==> src/rtl/hcer_pkg.sv <==
// hcer_pkg: constants and carrier types of the host control register bank
// assumes: byte-wide host port, serial nonvolatile memory behind the bank
package hcer_pkg;

  // ----------------------------------------------------------------
  // register offsets
  // ----------------------------------------------------------------
  localparam logic [4:0] OFS_CONTROL = 5'h00; // reset / memory control
  localparam logic [4:0] OFS_NVCTL = 5'h01; // nonvolatile control
  localparam logic [4:0] OFS_HWSUP = 5'h04; // hardware support
  localparam logic [4:0] OFS_SWITCHED = 5'h08; // first switched offset

  // ----------------------------------------------------------------
  // field positions
  // ----------------------------------------------------------------
  localparam int BIT_ENG_RESET = 7; // engine soft reset
  localparam int BIT_MEM_ENABLE = 6; // shared memory enable
  localparam int BIT_STORE = 7; // store request
  localparam int BIT_RECALL = 6; // recall request
  localparam int BIT_BANK_TOP = 5; // resource string select
  localparam int BIT_UNLOCK = 4; // unlock
  localparam int BIT_SWITCH = 7; // bank switch in support reg

  // ----------------------------------------------------------------
  // reset values
  // ----------------------------------------------------------------
  localparam logic [7:0] RST_CONTROL = 8'h80;
  localparam logic [4:0] RST_BANK = 5'h06;
  localparam logic [7:0] RST_HWSUP = 8'h00;
  localparam logic [3:0] JUMPER_INIT_CODE = 4'h9;

  // ----------------------------------------------------------------
  // timing: RECALL_CYCLES is 2 ms at 25 MHz; the engine recalls in 64 serial bit times
  // ----------------------------------------------------------------
  localparam int RECALL_TIME_US = 2000;
  localparam int CLK_MHZ = 25;
  localparam int RECALL_CYCLES = RECALL_TIME_US * CLK_MHZ;
  localparam int NV_BIT_CYCLES = 4; // serial bit time, in clocks

  // carrier to the serial memory engine
  typedef struct packed {
    logic start; // one-cycle pulse
    logic write; // 1 store, 0 recall
    logic [4:0] bank; // bank address
    logic cfg; // recall into config group
  } hcer_nvreq_t;

  typedef enum logic [1:0] {
    NV_IDLE = 2'b00,
    NV_BUSY = 2'b01,
    NV_DONE = 2'b11
  } hcer_nvst_t;

endpackage : hcer_pkg

==> src/rtl/hcer_nvmem.sv <==
// hcer_nvmem: serial nonvolatile memory engine, 8 bytes per bank
// assumes: requests come only while idle; array models the part's cells
`timescale 1ns/1ns
module hcer_nvmem (
  // clock and reset
  input wire logic clk,
  input wire logic rst_n,
  // request
  input hcer_pkg::hcer_nvreq_t req,
  input wire logic [63:0] wdata,
  // answer
  output logic busy,
  output logic done,
  output logic [63:0] rdata
);
  // ----------------------------------------------------------------
  // storage and sequencing
  // ----------------------------------------------------------------
  logic [63:0] cells [0:31]; // one 8-byte slot per bank
  hcer_pkg::hcer_nvst_t st_reg;
  logic [9:0] cnt_reg; // bit timer, 64 bits serial
  logic wr_reg;
  logic [4:0] bank_reg;
  wire last = (cnt_reg == 10'(64 * hcer_pkg::NV_BIT_CYCLES - 1));

  // state sequencing; serial time imitated by a counter
  always_ff @(posedge clk) begin
    if (!rst_n) begin
      st_reg <= hcer_pkg::NV_IDLE;
      cnt_reg <= 10'h000;
      wr_reg <= 1'b0;
      bank_reg <= 5'h00;
    end else begin
      case (st_reg)
        hcer_pkg::NV_IDLE: begin
          cnt_reg <= 10'h000;
          if (req.start) begin
            st_reg <= hcer_pkg::NV_BUSY;
            wr_reg <= req.write;
            bank_reg <= req.bank;
          end
        end
        hcer_pkg::NV_BUSY: begin
          cnt_reg <= cnt_reg + 10'h001;
          if (last) st_reg <= hcer_pkg::NV_DONE;
        end
        default: st_reg <= hcer_pkg::NV_IDLE;
      endcase
    end
  end

  // cell write at the end of a store; no reset on memory
  always_ff @(posedge clk) begin
    if (st_reg == hcer_pkg::NV_BUSY && last && wr_reg)
      cells[bank_reg] <= wdata;
  end

  assign rdata = cells[bank_reg];
  assign busy = (st_reg != hcer_pkg::NV_IDLE);
  assign done = (st_reg == hcer_pkg::NV_DONE);
endmodule : hcer_nvmem

==> src/rtl/hcer_bufaddr.sv <==
// hcer_bufaddr: shared buffer address former
// assumes: host address and base come from the host bus decoder
`timescale 1ns/1ns
module hcer_bufaddr (
  // host side
  input wire logic [19:0] host_system_address,
  input wire logic [19:0] base_addr,
  input wire logic [2:0] page_offset,
  input wire logic mem_enable,
  // buffer side
  output logic [15:0] buf_addr,
  output logic buf_sel
);
  // ----------------------------------------------------------------
  // offset into window plus page offset in 8 kB pages
  // ----------------------------------------------------------------
  wire [19:0] diff = host_system_address - base_addr;
  assign buf_addr = diff[15:0] + {page_offset, 13'h0000};
  assign buf_sel = mem_enable;
endmodule : hcer_bufaddr

==> src/rtl/hcer_regs.sv <==
// hcer_regs: host control register bank with nonvolatile control
// assumes: byte host port on MCLK, jumpers async pins, engine downstream
`timescale 1ns/1ns
module hcer_regs (
  // clock and reset
  input wire logic MCLK,
  input wire logic RSTN,
  // host register port
  input wire logic [4:0] ADDR,
  input wire logic WR,
  input wire logic RD,
  input wire logic [7:0] WDATA,
  output logic [7:0] RDATA,
  // jumpers (asynchronous pins)
  input wire logic [3:0] INIT_JUMPER_LEVELS,
  // shared memory path
  input wire logic [19:0] HOST_SYSTEM_ADDRESS,
  input wire logic [19:0] BUF_BASE,
  output logic [15:0] BUF_ADDR,
  output logic BUF_SEL,
  // engine control
  output logic ENGINE_RESET,
  output logic NV_BUSY,
  output logic RESOURCE_AREA
);
  // ----------------------------------------------------------------
  // state
  // ----------------------------------------------------------------
  logic [7:0] control_reg; // reset / memory control
  logic store_reg, recall_reg; // self-clearing request bits
  logic unlock_reg; // unlock control
  logic [4:0] bank_reg; // nonvolatile bank select
  logic [7:0] hwsup_reg; // only the switch bit stored
  logic [7:0] addr_grp [0:7]; // station address group
  logic [7:0] cfg_grp [0:7]; // board configuration group
  logic [3:0] jmp_s1_reg, jmp_s2_reg; // jumper synchroniser
  logic [1:0] arm_reg; // unlock arming progress
  logic init_pend_reg; // initial recall outstanding
  logic cfg_dest_reg; // recall lands in config group
  logic init_chk_reg; // first cycle after reset release
  logic engine_reset_reg;
  logic [7:0] rdata_reg;
  logic [15:0] bufaddr_reg;
  logic bufsel_reg;

  // ----------------------------------------------------------------
  // decode
  // ----------------------------------------------------------------
  wire wr_ctl = WR && ADDR == hcer_pkg::OFS_CONTROL;
  wire wr_nv = WR && ADDR == hcer_pkg::OFS_NVCTL;
  wire wr_hw = WR && ADDR == hcer_pkg::OFS_HWSUP;
  wire in_sw = ADDR[4:3] == hcer_pkg::OFS_SWITCHED[4:3];
  wire sw = hwsup_reg[hcer_pkg::BIT_SWITCH];
  wire wr_grp = WR && in_sw;
  wire [2:0] idx = ADDR[2:0];
  wire nv_busy, nv_done;
  wire [63:0] nv_rdata;
  // arming: unlock set on two writes in a row before the store
  wire armed = arm_reg == 2'd2 && unlock_reg;
  // host requests are dropped while an initial recall is pending, so the bank mux
  // never mixes a host store with the jumper-chosen bank
  wire st_go = wr_nv && WDATA[hcer_pkg::BIT_STORE] && armed
    && !nv_busy && !init_pend_reg;
  wire rc_go = wr_nv && WDATA[hcer_pkg::BIT_RECALL] && !st_go
    && !nv_busy && !init_pend_reg;
  wire init_go = init_pend_reg && !nv_busy;
  wire [4:0] init_bank = {1'b0, jmp_s2_reg};
  logic [63:0] addr_flat;
  hcer_pkg::hcer_nvreq_t nvreq;

  // flatten station address for a store
  genvar g;
  generate
    for (g = 0; g < 8; g++) begin : g_flat
      assign addr_flat[g*8 +: 8] = addr_grp[g];
    end
  endgenerate

  assign nvreq.start = st_go || rc_go || init_go;
  assign nvreq.write = st_go;
  assign nvreq.bank = init_go ? init_bank : bank_reg;
  assign nvreq.cfg = init_go;

  // ----------------------------------------------------------------
  // jumper synchroniser
  // ----------------------------------------------------------------
  always_ff @(posedge MCLK) begin
    jmp_s1_reg <= INIT_JUMPER_LEVELS;
    jmp_s2_reg <= jmp_s1_reg;
  end

  // ----------------------------------------------------------------
  // control register and engine reset
  // ----------------------------------------------------------------
  // engine reset follows control bit 7 one edge later; reset value keeps it held
  always_ff @(posedge MCLK) begin
    if (!RSTN) begin
      control_reg <= hcer_pkg::RST_CONTROL;
      engine_reset_reg <= 1'b1;
    end else begin
      if (wr_ctl) control_reg <= {WDATA[7:6], 1'b0, WDATA[4:0]};
      engine_reset_reg <= control_reg[hcer_pkg::BIT_ENG_RESET];
    end
  end

  // ----------------------------------------------------------------
  // nonvolatile control register
  // ----------------------------------------------------------------
  always_ff @(posedge MCLK) begin
    if (!RSTN) begin
      store_reg <= 1'b0;
      recall_reg <= 1'b0;
      unlock_reg <= 1'b0;
      bank_reg <= hcer_pkg::RST_BANK;
      arm_reg <= 2'd0;
      cfg_dest_reg <= 1'b0;
    end else begin
      if (st_go) store_reg <= 1'b1;
      else if (nv_done) store_reg <= 1'b0;
      if (rc_go) recall_reg <= 1'b1;
      else if (nv_done) recall_reg <= 1'b0;
      if (nvreq.start) cfg_dest_reg <= nvreq.cfg;
      if (wr_nv && !nv_busy) begin
        unlock_reg <= WDATA[hcer_pkg::BIT_UNLOCK];
        // bank taken from every accepted write, recall writes included
        bank_reg <= {WDATA[hcer_pkg::BIT_BANK_TOP], WDATA[3:0]};
        // arm: two consecutive unlock writes; a write without unlock disarms
        if (st_go) arm_reg <= 2'd0;
        else if (WDATA[hcer_pkg::BIT_UNLOCK] && arm_reg != 2'd2)
          arm_reg <= arm_reg + 2'd1;
        else if (!WDATA[hcer_pkg::BIT_UNLOCK]) arm_reg <= 2'd0;
      end
    end
  end

  // ----------------------------------------------------------------
  // switch bit and initial recall
  // ----------------------------------------------------------------
  // jumpers judged once, on the first edge after release; the
  // synchroniser runs through reset, so its output has settled by then
  always_ff @(posedge MCLK) begin
    if (!RSTN) begin
      hwsup_reg <= hcer_pkg::RST_HWSUP;
      init_pend_reg <= 1'b0;
      init_chk_reg <= 1'b1;
    end else begin
      if (wr_hw) hwsup_reg <= {WDATA[hcer_pkg::BIT_SWITCH], 7'h00};
      // one look only: a later host recall must not start another
      init_chk_reg <= 1'b0;
      if (init_chk_reg && jmp_s2_reg == hcer_pkg::JUMPER_INIT_CODE)
        init_pend_reg <= 1'b1;
      if (init_go) init_pend_reg <= 1'b0;
    end
  end

  // ----------------------------------------------------------------
  // switched groups
  // ----------------------------------------------------------------
  // recall overwrites target group with the bank's stored values, undefined if never stored
  always_ff @(posedge MCLK) begin
    if (!RSTN) begin
      for (int i = 0; i < 8; i++) begin
        addr_grp[i] <= 8'h00;
        cfg_grp[i] <= 8'h00;
      end
    end else if (nv_done && !store_reg) begin
      for (int i = 0; i < 8; i++) begin
        if (cfg_dest_reg) cfg_grp[i] <= nv_rdata[i*8 +: 8];
        else addr_grp[i] <= nv_rdata[i*8 +: 8];
      end
    end else if (wr_grp) begin
      if (sw) cfg_grp[idx] <= WDATA;
      else addr_grp[idx] <= WDATA;
    end
  end

  // ----------------------------------------------------------------
  // read mux, registered
  // ----------------------------------------------------------------
  logic [7:0] rd_mux;
  always_comb begin
    rd_mux = 8'h00;
    if (in_sw) rd_mux = sw ? cfg_grp[idx] : addr_grp[idx];
    else if (ADDR == hcer_pkg::OFS_CONTROL) rd_mux = control_reg;
    else if (ADDR == hcer_pkg::OFS_NVCTL)
      rd_mux = {store_reg, recall_reg, bank_reg[4], unlock_reg,
                jmp_s2_reg};
    else if (ADDR == hcer_pkg::OFS_HWSUP) rd_mux = hwsup_reg;
  end

  wire [15:0] ba_w;
  wire bs_w;
  always_ff @(posedge MCLK) begin
    if (!RSTN) begin
      rdata_reg <= 8'h00;
      bufaddr_reg <= 16'h0000;
      bufsel_reg <= 1'b0;
    end else begin
      if (RD) rdata_reg <= rd_mux;
      bufaddr_reg <= ba_w;
      bufsel_reg <= bs_w;
    end
  end

  // ----------------------------------------------------------------
  // submodules
  // ----------------------------------------------------------------
  hcer_nvmem u_nv (
    .clk(MCLK),
    .rst_n(RSTN),
    .req(nvreq),
    .wdata(addr_flat),
    .busy(nv_busy),
    .done(nv_done),
    .rdata(nv_rdata)
  );

  hcer_bufaddr u_ba (
    .host_system_address(HOST_SYSTEM_ADDRESS),
    .base_addr(BUF_BASE),
    .page_offset(control_reg[2:0]),
    .mem_enable(control_reg[hcer_pkg::BIT_MEM_ENABLE]),
    .buf_addr(ba_w),
    .buf_sel(bs_w)
  );

  logic nv_busy_reg, res_reg;
  always_ff @(posedge MCLK) begin
    if (!RSTN) begin
      nv_busy_reg <= 1'b0;
      res_reg <= 1'b0;
    end else begin
      nv_busy_reg <= nv_busy;
      res_reg <= bank_reg[4];
    end
  end

  assign RDATA = rdata_reg;
  assign BUF_ADDR = bufaddr_reg;
  assign BUF_SEL = bufsel_reg;
  assign ENGINE_RESET = engine_reset_reg;
  assign NV_BUSY = nv_busy_reg;
  assign RESOURCE_AREA = res_reg;
endmodule : hcer_regs

==> config.mk <==
export PLATFORM = sky130hd
export DESIGN_NAME = hcer_regs
export DESIGN_NICKNAME = d
export VERILOG_FILES = /design/src/rtl/hcer_pkg.sv /design/src/rtl/hcer_nvmem.sv /design/src/rtl/hcer_bufaddr.sv /design/src/rtl/hcer_regs.sv
export SDC_FILE = /design/constraint.sdc
export NUM_CORES = 2
export LEC_CHECK = 0
export ABC_AREA = 1
export BUFFER_PORTS_ARGS = -buffer_cell sky130_fd_sc_hd__buf_2
export CAP_MARGIN = 20
export CORE_MARGIN = 2
export CORE_UTILIZATION = 57
export DETAILED_ROUTE_END_ITERATION = 8
export PLACE_DENSITY_LB_ADDON = 0.1
export RECOVER_POWER = 50
export SYNTH_ARGS = -nofsm -noshare
export SYNTH_HDL_FRONTEND = slang
export SYNTH_HIERARCHICAL = 1
export SYNTH_SLANG_ARGS = --single-unit
==> constraint.sdc <==
create_clock -name MCLK -period 4 [get_ports MCLK]
set_input_delay 0.2 -clock MCLK [delete_from_list [all_inputs] [get_ports MCLK]]
set_output_delay 0.2 -clock MCLK [all_outputs]
set_load 0.02 [all_outputs]
# After elaboration in Yosys (flattened, before gate mapping)
# Memories as Yosys holds them, arrays and structs flattened. A register that Yosys moved wholly into a read port is not among the register bits.
# Cells that the tools add are included.
[classes]
n_bitwise = 17
n_reduce_logical = 38
addsub = 4
mul = 0
n_shift = 0
magnitude_cmp = 0
eq_ne = 12
muxes = 61
div_mod_pow = 0
[ops]
columns = ["op", "n"]
rows = [
  ["8-bit two-way mux", 23],
  ["1-bit two-way mux", 26],
  ["1-bit logical AND", 20],
  ["10-bit one-hot mux with 2 select lines", 1],
  ["16-bit adder", 1],
  ["1-bit bitwise OR", 16],
  ["8-bit OR reduction", 2],
  ["16-bit subtractor", 1],
  ["5-bit two-way mux", 3],
  ["10-bit by 1-bit adder with 10-bit output, second input constant", 1],
  ["10-bit by 8-bit == test with 1-bit output, second input constant", 1],
  ["2-bit two-way mux", 5],
  ["2-bit nonzero test", 4],
  ["3-bit two-way mux", 2],
  ["2-bit AND reduction", 3],
  ["5-bit by 1-bit == test with 1-bit output, second input constant", 1],
  ["5-bit by 3-bit == test with 1-bit output, second input constant", 1],
  ["5-bit zero test", 1],
  ["2-bit by 1-bit == test with 1-bit output, second input constant", 2],
  ["2-bit == test, second input constant", 2],
  ["4-bit == test, second input constant", 1],
  ["1-bit zero test", 4],
  ["2-bit != test, second input constant", 2],
  ["2-bit one-hot mux with 2 select lines", 1],
  ["7 further kinds", 8],
]
[word_totals]
ramBits = 2176
latchBits = 0
rom_bits = 0
inputBits = 61
output_inout_bits = 28
regBits = 75
n_memories = 3
word_cells = 157
[mem_list]
columns = ["name", "words", "word_bits", "rd", "rd_clocked_by_memory_dff", "write_ports", "line", "source"]
rows = [
  ["u_nv.cells", 32, 64, 1, 1, 1, "hcer_nvmem.sv:19", "logic [63:0] cells [0:31];"],
  ["addr_grp", 8, 8, 9, 0, 8, "hcer_regs.sv:34", "logic [7:0] addr_grp [0:7];"],
  ["cfg_grp", 8, 8, 1, 0, 8, "hcer_regs.sv:35", "logic [7:0] cfg_grp [0:7];"],
]

# Logic depth before layout (Yosys ltp)
[logic_depth]
depth_word = 15
ltp_mapped = 16
mapped_depth_nobuf = 15

# Hierarchy
# The synthesis kept the hierarchy.
[by_module_without_submodules]
columns = ["mod", "cells_per_inst", "area_per_inst_um2", "seq_area_each_um2", "instances"]
rows = [
  ["hcer_nvmem", 6754, 82459.1, 61959.4, 1],
  ["hcer_regs", 1022, 8841.0, 4984.8, 1],
  ["hcer_bufaddr", 195, 1124.8, 0.0, 1],
]

# Least setup slack after synthesis
# No wires, ideal clock.
[synth_path]
kind = "register to register"
startpoint = "reg u_nv.st_reg[1]"
endpoint = "mem u_nv.cells[11][0], enable pin"
required_ps = 3513
path_stages_with_launch = 9
setup_time_ps = 487
path_buffers = 1
arrival_ps = 3858
path_slack_ps = -345
period_less_slack_ps = 4345
path_cell_list = "dfxtp_1 buf_2 nor2_1 nand4_1 nor2_1 nand2_1 nor2_1 nand2_1 nor2_1"
[synth_between]
elab_chain_cells = 5
[synth_lines]
columns = ["item", "line", "source"]
rows = [
  ["start: declaration", "hcer_nvmem.sv:20", "hcer_pkg::hcer_nvst_t st_reg;"],
  ["start signal: assignment", "hcer_nvmem.sv:29", "st_reg <= hcer_pkg::NV_IDLE;"],
  ["start signal: assignment", "hcer_nvmem.sv:38", "st_reg <= hcer_pkg::NV_BUSY;"],
  ["start signal: assignment", "hcer_nvmem.sv:45", "if (last) st_reg <= hcer_pkg::NV_DONE;"],
  ["2-bit by 1-bit == test with 1-bit output", "hcer_nvmem.sv:54", "if (st_reg == hcer_pkg::NV_BUSY && last && wr_reg)"],
  ["1-bit logical AND (2 in series)", "hcer_nvmem.sv:54", ""],
  ["1-bit two-way mux", "hcer_nvmem.sv:54", ""],
  ["1-bit two-way mux (implied by the code)", "hcer_nvmem.sv:55", "cells[bank_reg] <= wdata;"],
  ["end: declaration", "hcer_nvmem.sv:19", ""],
]
# Every way passes these cells.

# Worst setup path after layout
[layout_path]
startpoint = "reg u_nv.cnt_reg[0]"
endpoint = "mem u_nv.cells[16][62], enable pin"
[layout_between]
elab_chain_cells = 5
[layout_lines]
columns = ["item", "line", "source"]
rows = [
  ["start: declaration", "hcer_nvmem.sv:21", "logic [9:0] cnt_reg;"],
  ["start signal: assignment", "hcer_nvmem.sv:44", "cnt_reg <= cnt_reg + 10'h001;"],
  ["10-bit by 8-bit == test with 1-bit output", "hcer_nvmem.sv:24", "wire last = (cnt_reg == 10'(64 * hcer_pkg::NV_BIT_CYCLES - 1));"],
  ["1-bit logical AND (2 in series)", "hcer_nvmem.sv:54", ""],
  ["1-bit two-way mux", "hcer_nvmem.sv:54", ""],
  ["1-bit two-way mux (implied by the code)", "hcer_nvmem.sv:55", ""],
]
# Every way passes these cells.

==> out/summary.txt <==
status = finished, violations left
failing checks = capacitance limit, slew limit
top flop regs = u_nv/cells x2048, addr_grp x64, cfg_grp x64
Ys Warns = 6
Residual DRC = 0
synthesized instance count = 7,971
Largest register FFs = 2,048
Mapped Area = 92,420 sq um
Routed WL = 257,800 um
number of nets with antenna violations after routing = 0
critical path arrival = 4.04 ns
routed vias = 62,380
CP max-delay cell = nor2_1
GRT Residual Overflow = 0
min setup slack post-route = 0.4548 ns
drt via density = 6.008
fill count = 12,160
cts bufs inserted = 223
clock period minus worst slack = 3.545 ns
setup TNS = 0 ns
drt wl/cell = 24.83 um
Post-Layout Cell Count = 10,380
Worst IR Drop VDD = 0.4807 mV
Area contributors post-synth = edfxtp_1, nand2_1, nand3_1
final core utilization = 64.21%
clock sinks = 2,256
Fmax achieved = 282.1 MHz
worst-margin pin slew = 1.782 ns
CTS tree = done
Die Wd = 406.7 um
Ports = 89
initial core utilization = 57.50%
placed cell count = 9,912
dpl ws = 0.8106 ns
drt pass-1 iters = 8
hpwl dp = 131,100 um
crit path capture type = register
Leakage = 37.31 nW
worst path bufs/invs = 1
fraction of layout instances using a drive strength above 1 = 7.213%
worst-path fanout max = 14
initial antenna violation count = 6
commonest cells after routing, fill and taps aside = nand2_1, edfxtp_1, nand3_1
GP Congestion = 0.9309
cell area power density = 470.8 nW/um^2
first-pass GRT wire length = 377,100 um
worst hold path class = input port to register
Die Y = 406.7 um
Yosys top cell area share = 70.70%
Fin Clk Skew = 0.02647 ns
Worst Setup Start Kind = register
worst-skew pair later-pin latency = 0.83 ns
worst path required time = 4.49 ns
setup violators final = 0
post-cts sizing count = 0
multi-input gate area in the final layout = 22,340 sq um
Fin. Hold Viols = 0
row count = 147
fin crit share = 88.63%
largest net degree at the start of global routing = 169
Iter 0 DRT Violations = 7,541
CTS Root Cell = clkbuf_16
Top delay family on crit path = simple AND/OR/NAND/NOR gates
clk buf depth = 3
total power = 0.04859 W
Port Buffer Count = 80
number of global-route vias before repair = 58,490
NumNets Final = 8,122
CP Class = register to register
EDFF count, synth = 2,176
DIE AREA = 165,400 sq um
Post-Syn Nets = 8,064
post-synthesis sequential area ratio = 72.43%
CORE AREA = 160,800 sq um
RSZ-0062 raised after global routing = no
commonest non-fill, non-tap cell in the layout = nand2_1
Top FF cell, synth = edfxtp_1
Register Area = 66,960 sq um
Synth async-reset ratio = 0%
max-slew violations = 607
synth unique cells = 39
area grow syn2layout = 11.68%
Top reg by flops = u_nv/cells
Seq cells post-synth = 2,256
crit-path max cell delay = 1.08 ns
Slew HR = -18.82%
critical-path cell list = ha_1 > nand4_1 > nor2_1 > nand2_1 > nor2_1 > nand2_1 > nor2_1 > buf_4
critical path's most frequent cell = nor2_1
post-synth top area cell = edfxtp_1
GRT Util Overall = 31.03%
Clock transition at path regs = 0.06 ns
Syn Area/Cell = 11.60 sq um
max cap viols = 15
H-tree levels = 4
## final timing paths
kind | start | endpoint | slack (ns) | cells past startpoint
worst max-delay path | u_nv/cnt_reg[0]$_SDFFE_PN0P_ | u_nv/cells[16][62]$_DFFE_PP_ | 0.45 | 8
worst min-delay path | HOST_SYSTEM_ADDRESS[9] | BUF_ADDR[9]$_SDFF_PN0_ | 0.05 | 6
worst max register to register | u_nv/cnt_reg[0]$_SDFFE_PN0P_ | u_nv/cells[16][62]$_DFFE_PP_ | 0.45 | 8
worst min register to register | jmp_s1_reg[0]$_DFF_P_ | jmp_s2_reg[0]$_DFF_P_ | 0.33 | 0
## through the flow
step	cell area, sq um	hold WS [ns]
floorplan	92420	0.2277
global placement	95980	0.3027
detailed placement	96000	0.3041
CTS	103400	0.007876
global route	103200	0.06446
finish	103200	0.05037
## cells in the mapped netlist, types with 3 or more instances
master and instances:
xnor2_1 4, nand2_4 4, a21oi_1 61, buf_6 10, ha_1 29, inv_2 4, clkinv_1 6, nand3_1 1940
clkbuf_1 117, nor3_2 3, o211ai_1 6, nand2_1 2602, buf_2 281, nor2_1 101, dfxtp_1 80, o21ai_0 50
edfxtp_1 2176, buf_4 43, inv_1 219, xor2_1 5, nand2_2 12, nand4_1 9, o22ai_1 96, o21ai_2 5
fa_1 3, o21ai_1 28, nor3_1 9, buf_1 48, a211oi_1 4
## what timing repair did
action,in CTS,in global routing
hold endpoints to repair,41,0
hold buffers,37,0
buffers inserted,0,0
## worst reg2reg max path: stages (launching register included)
cell,delay [ns]
dfxtp_1,0.39
ha_1,0.24
nand4_1,0.17
nor2_1,0.16
nand2_1,0.11
nor2_1,0.14
nand2_1,0.45
nor2_1,1.09
buf_4,0.46
## routing by layer
metal	GRT usage [%]	vias up	part of all wire (%)
li1	-	28200	-
met1	42.63	30530	39
met2	50.11	3034	47
met3	5.058	609	9.1
met4	11.95	6	4.2
met5	0	-	0.016
## logic make-up after synthesis
group | synth area share (%)
AND/OR/NAND/NOR | 21.86
flip-flops | 72.43
buffers and inverters | 3.612
AO/OA/AOI/OAI | 1.558
adder cells (fa/ha/maj) | 0.4576
XOR/XNOR | 0.08528
## area by class of cell
class                      count  share of cell area, %
timing repair buffer         332                  3.205
clock buffer                 290                  5.791
inverter                     232                 0.8728
clock inverter               127                 0.9940
multi-input combinational   4984                  21.64
antenna                        1               0.002424
tap                         2160                  2.618
sequential                  2256                  64.88
## power breakdown
| part | total (W) | internal, W | switching, W |
|---|---|---|---|
| registers | 0.0262 | 0.0260 | 0.000190 |
| clock network | 0.0202 | 0.0115 | 0.00870 |
| logic | 0.00224 | 0.000602 | 0.00164 |
| total | 0.0486 | 0.0381 | 0.0105 |
(Power assumes the default switching activity.)
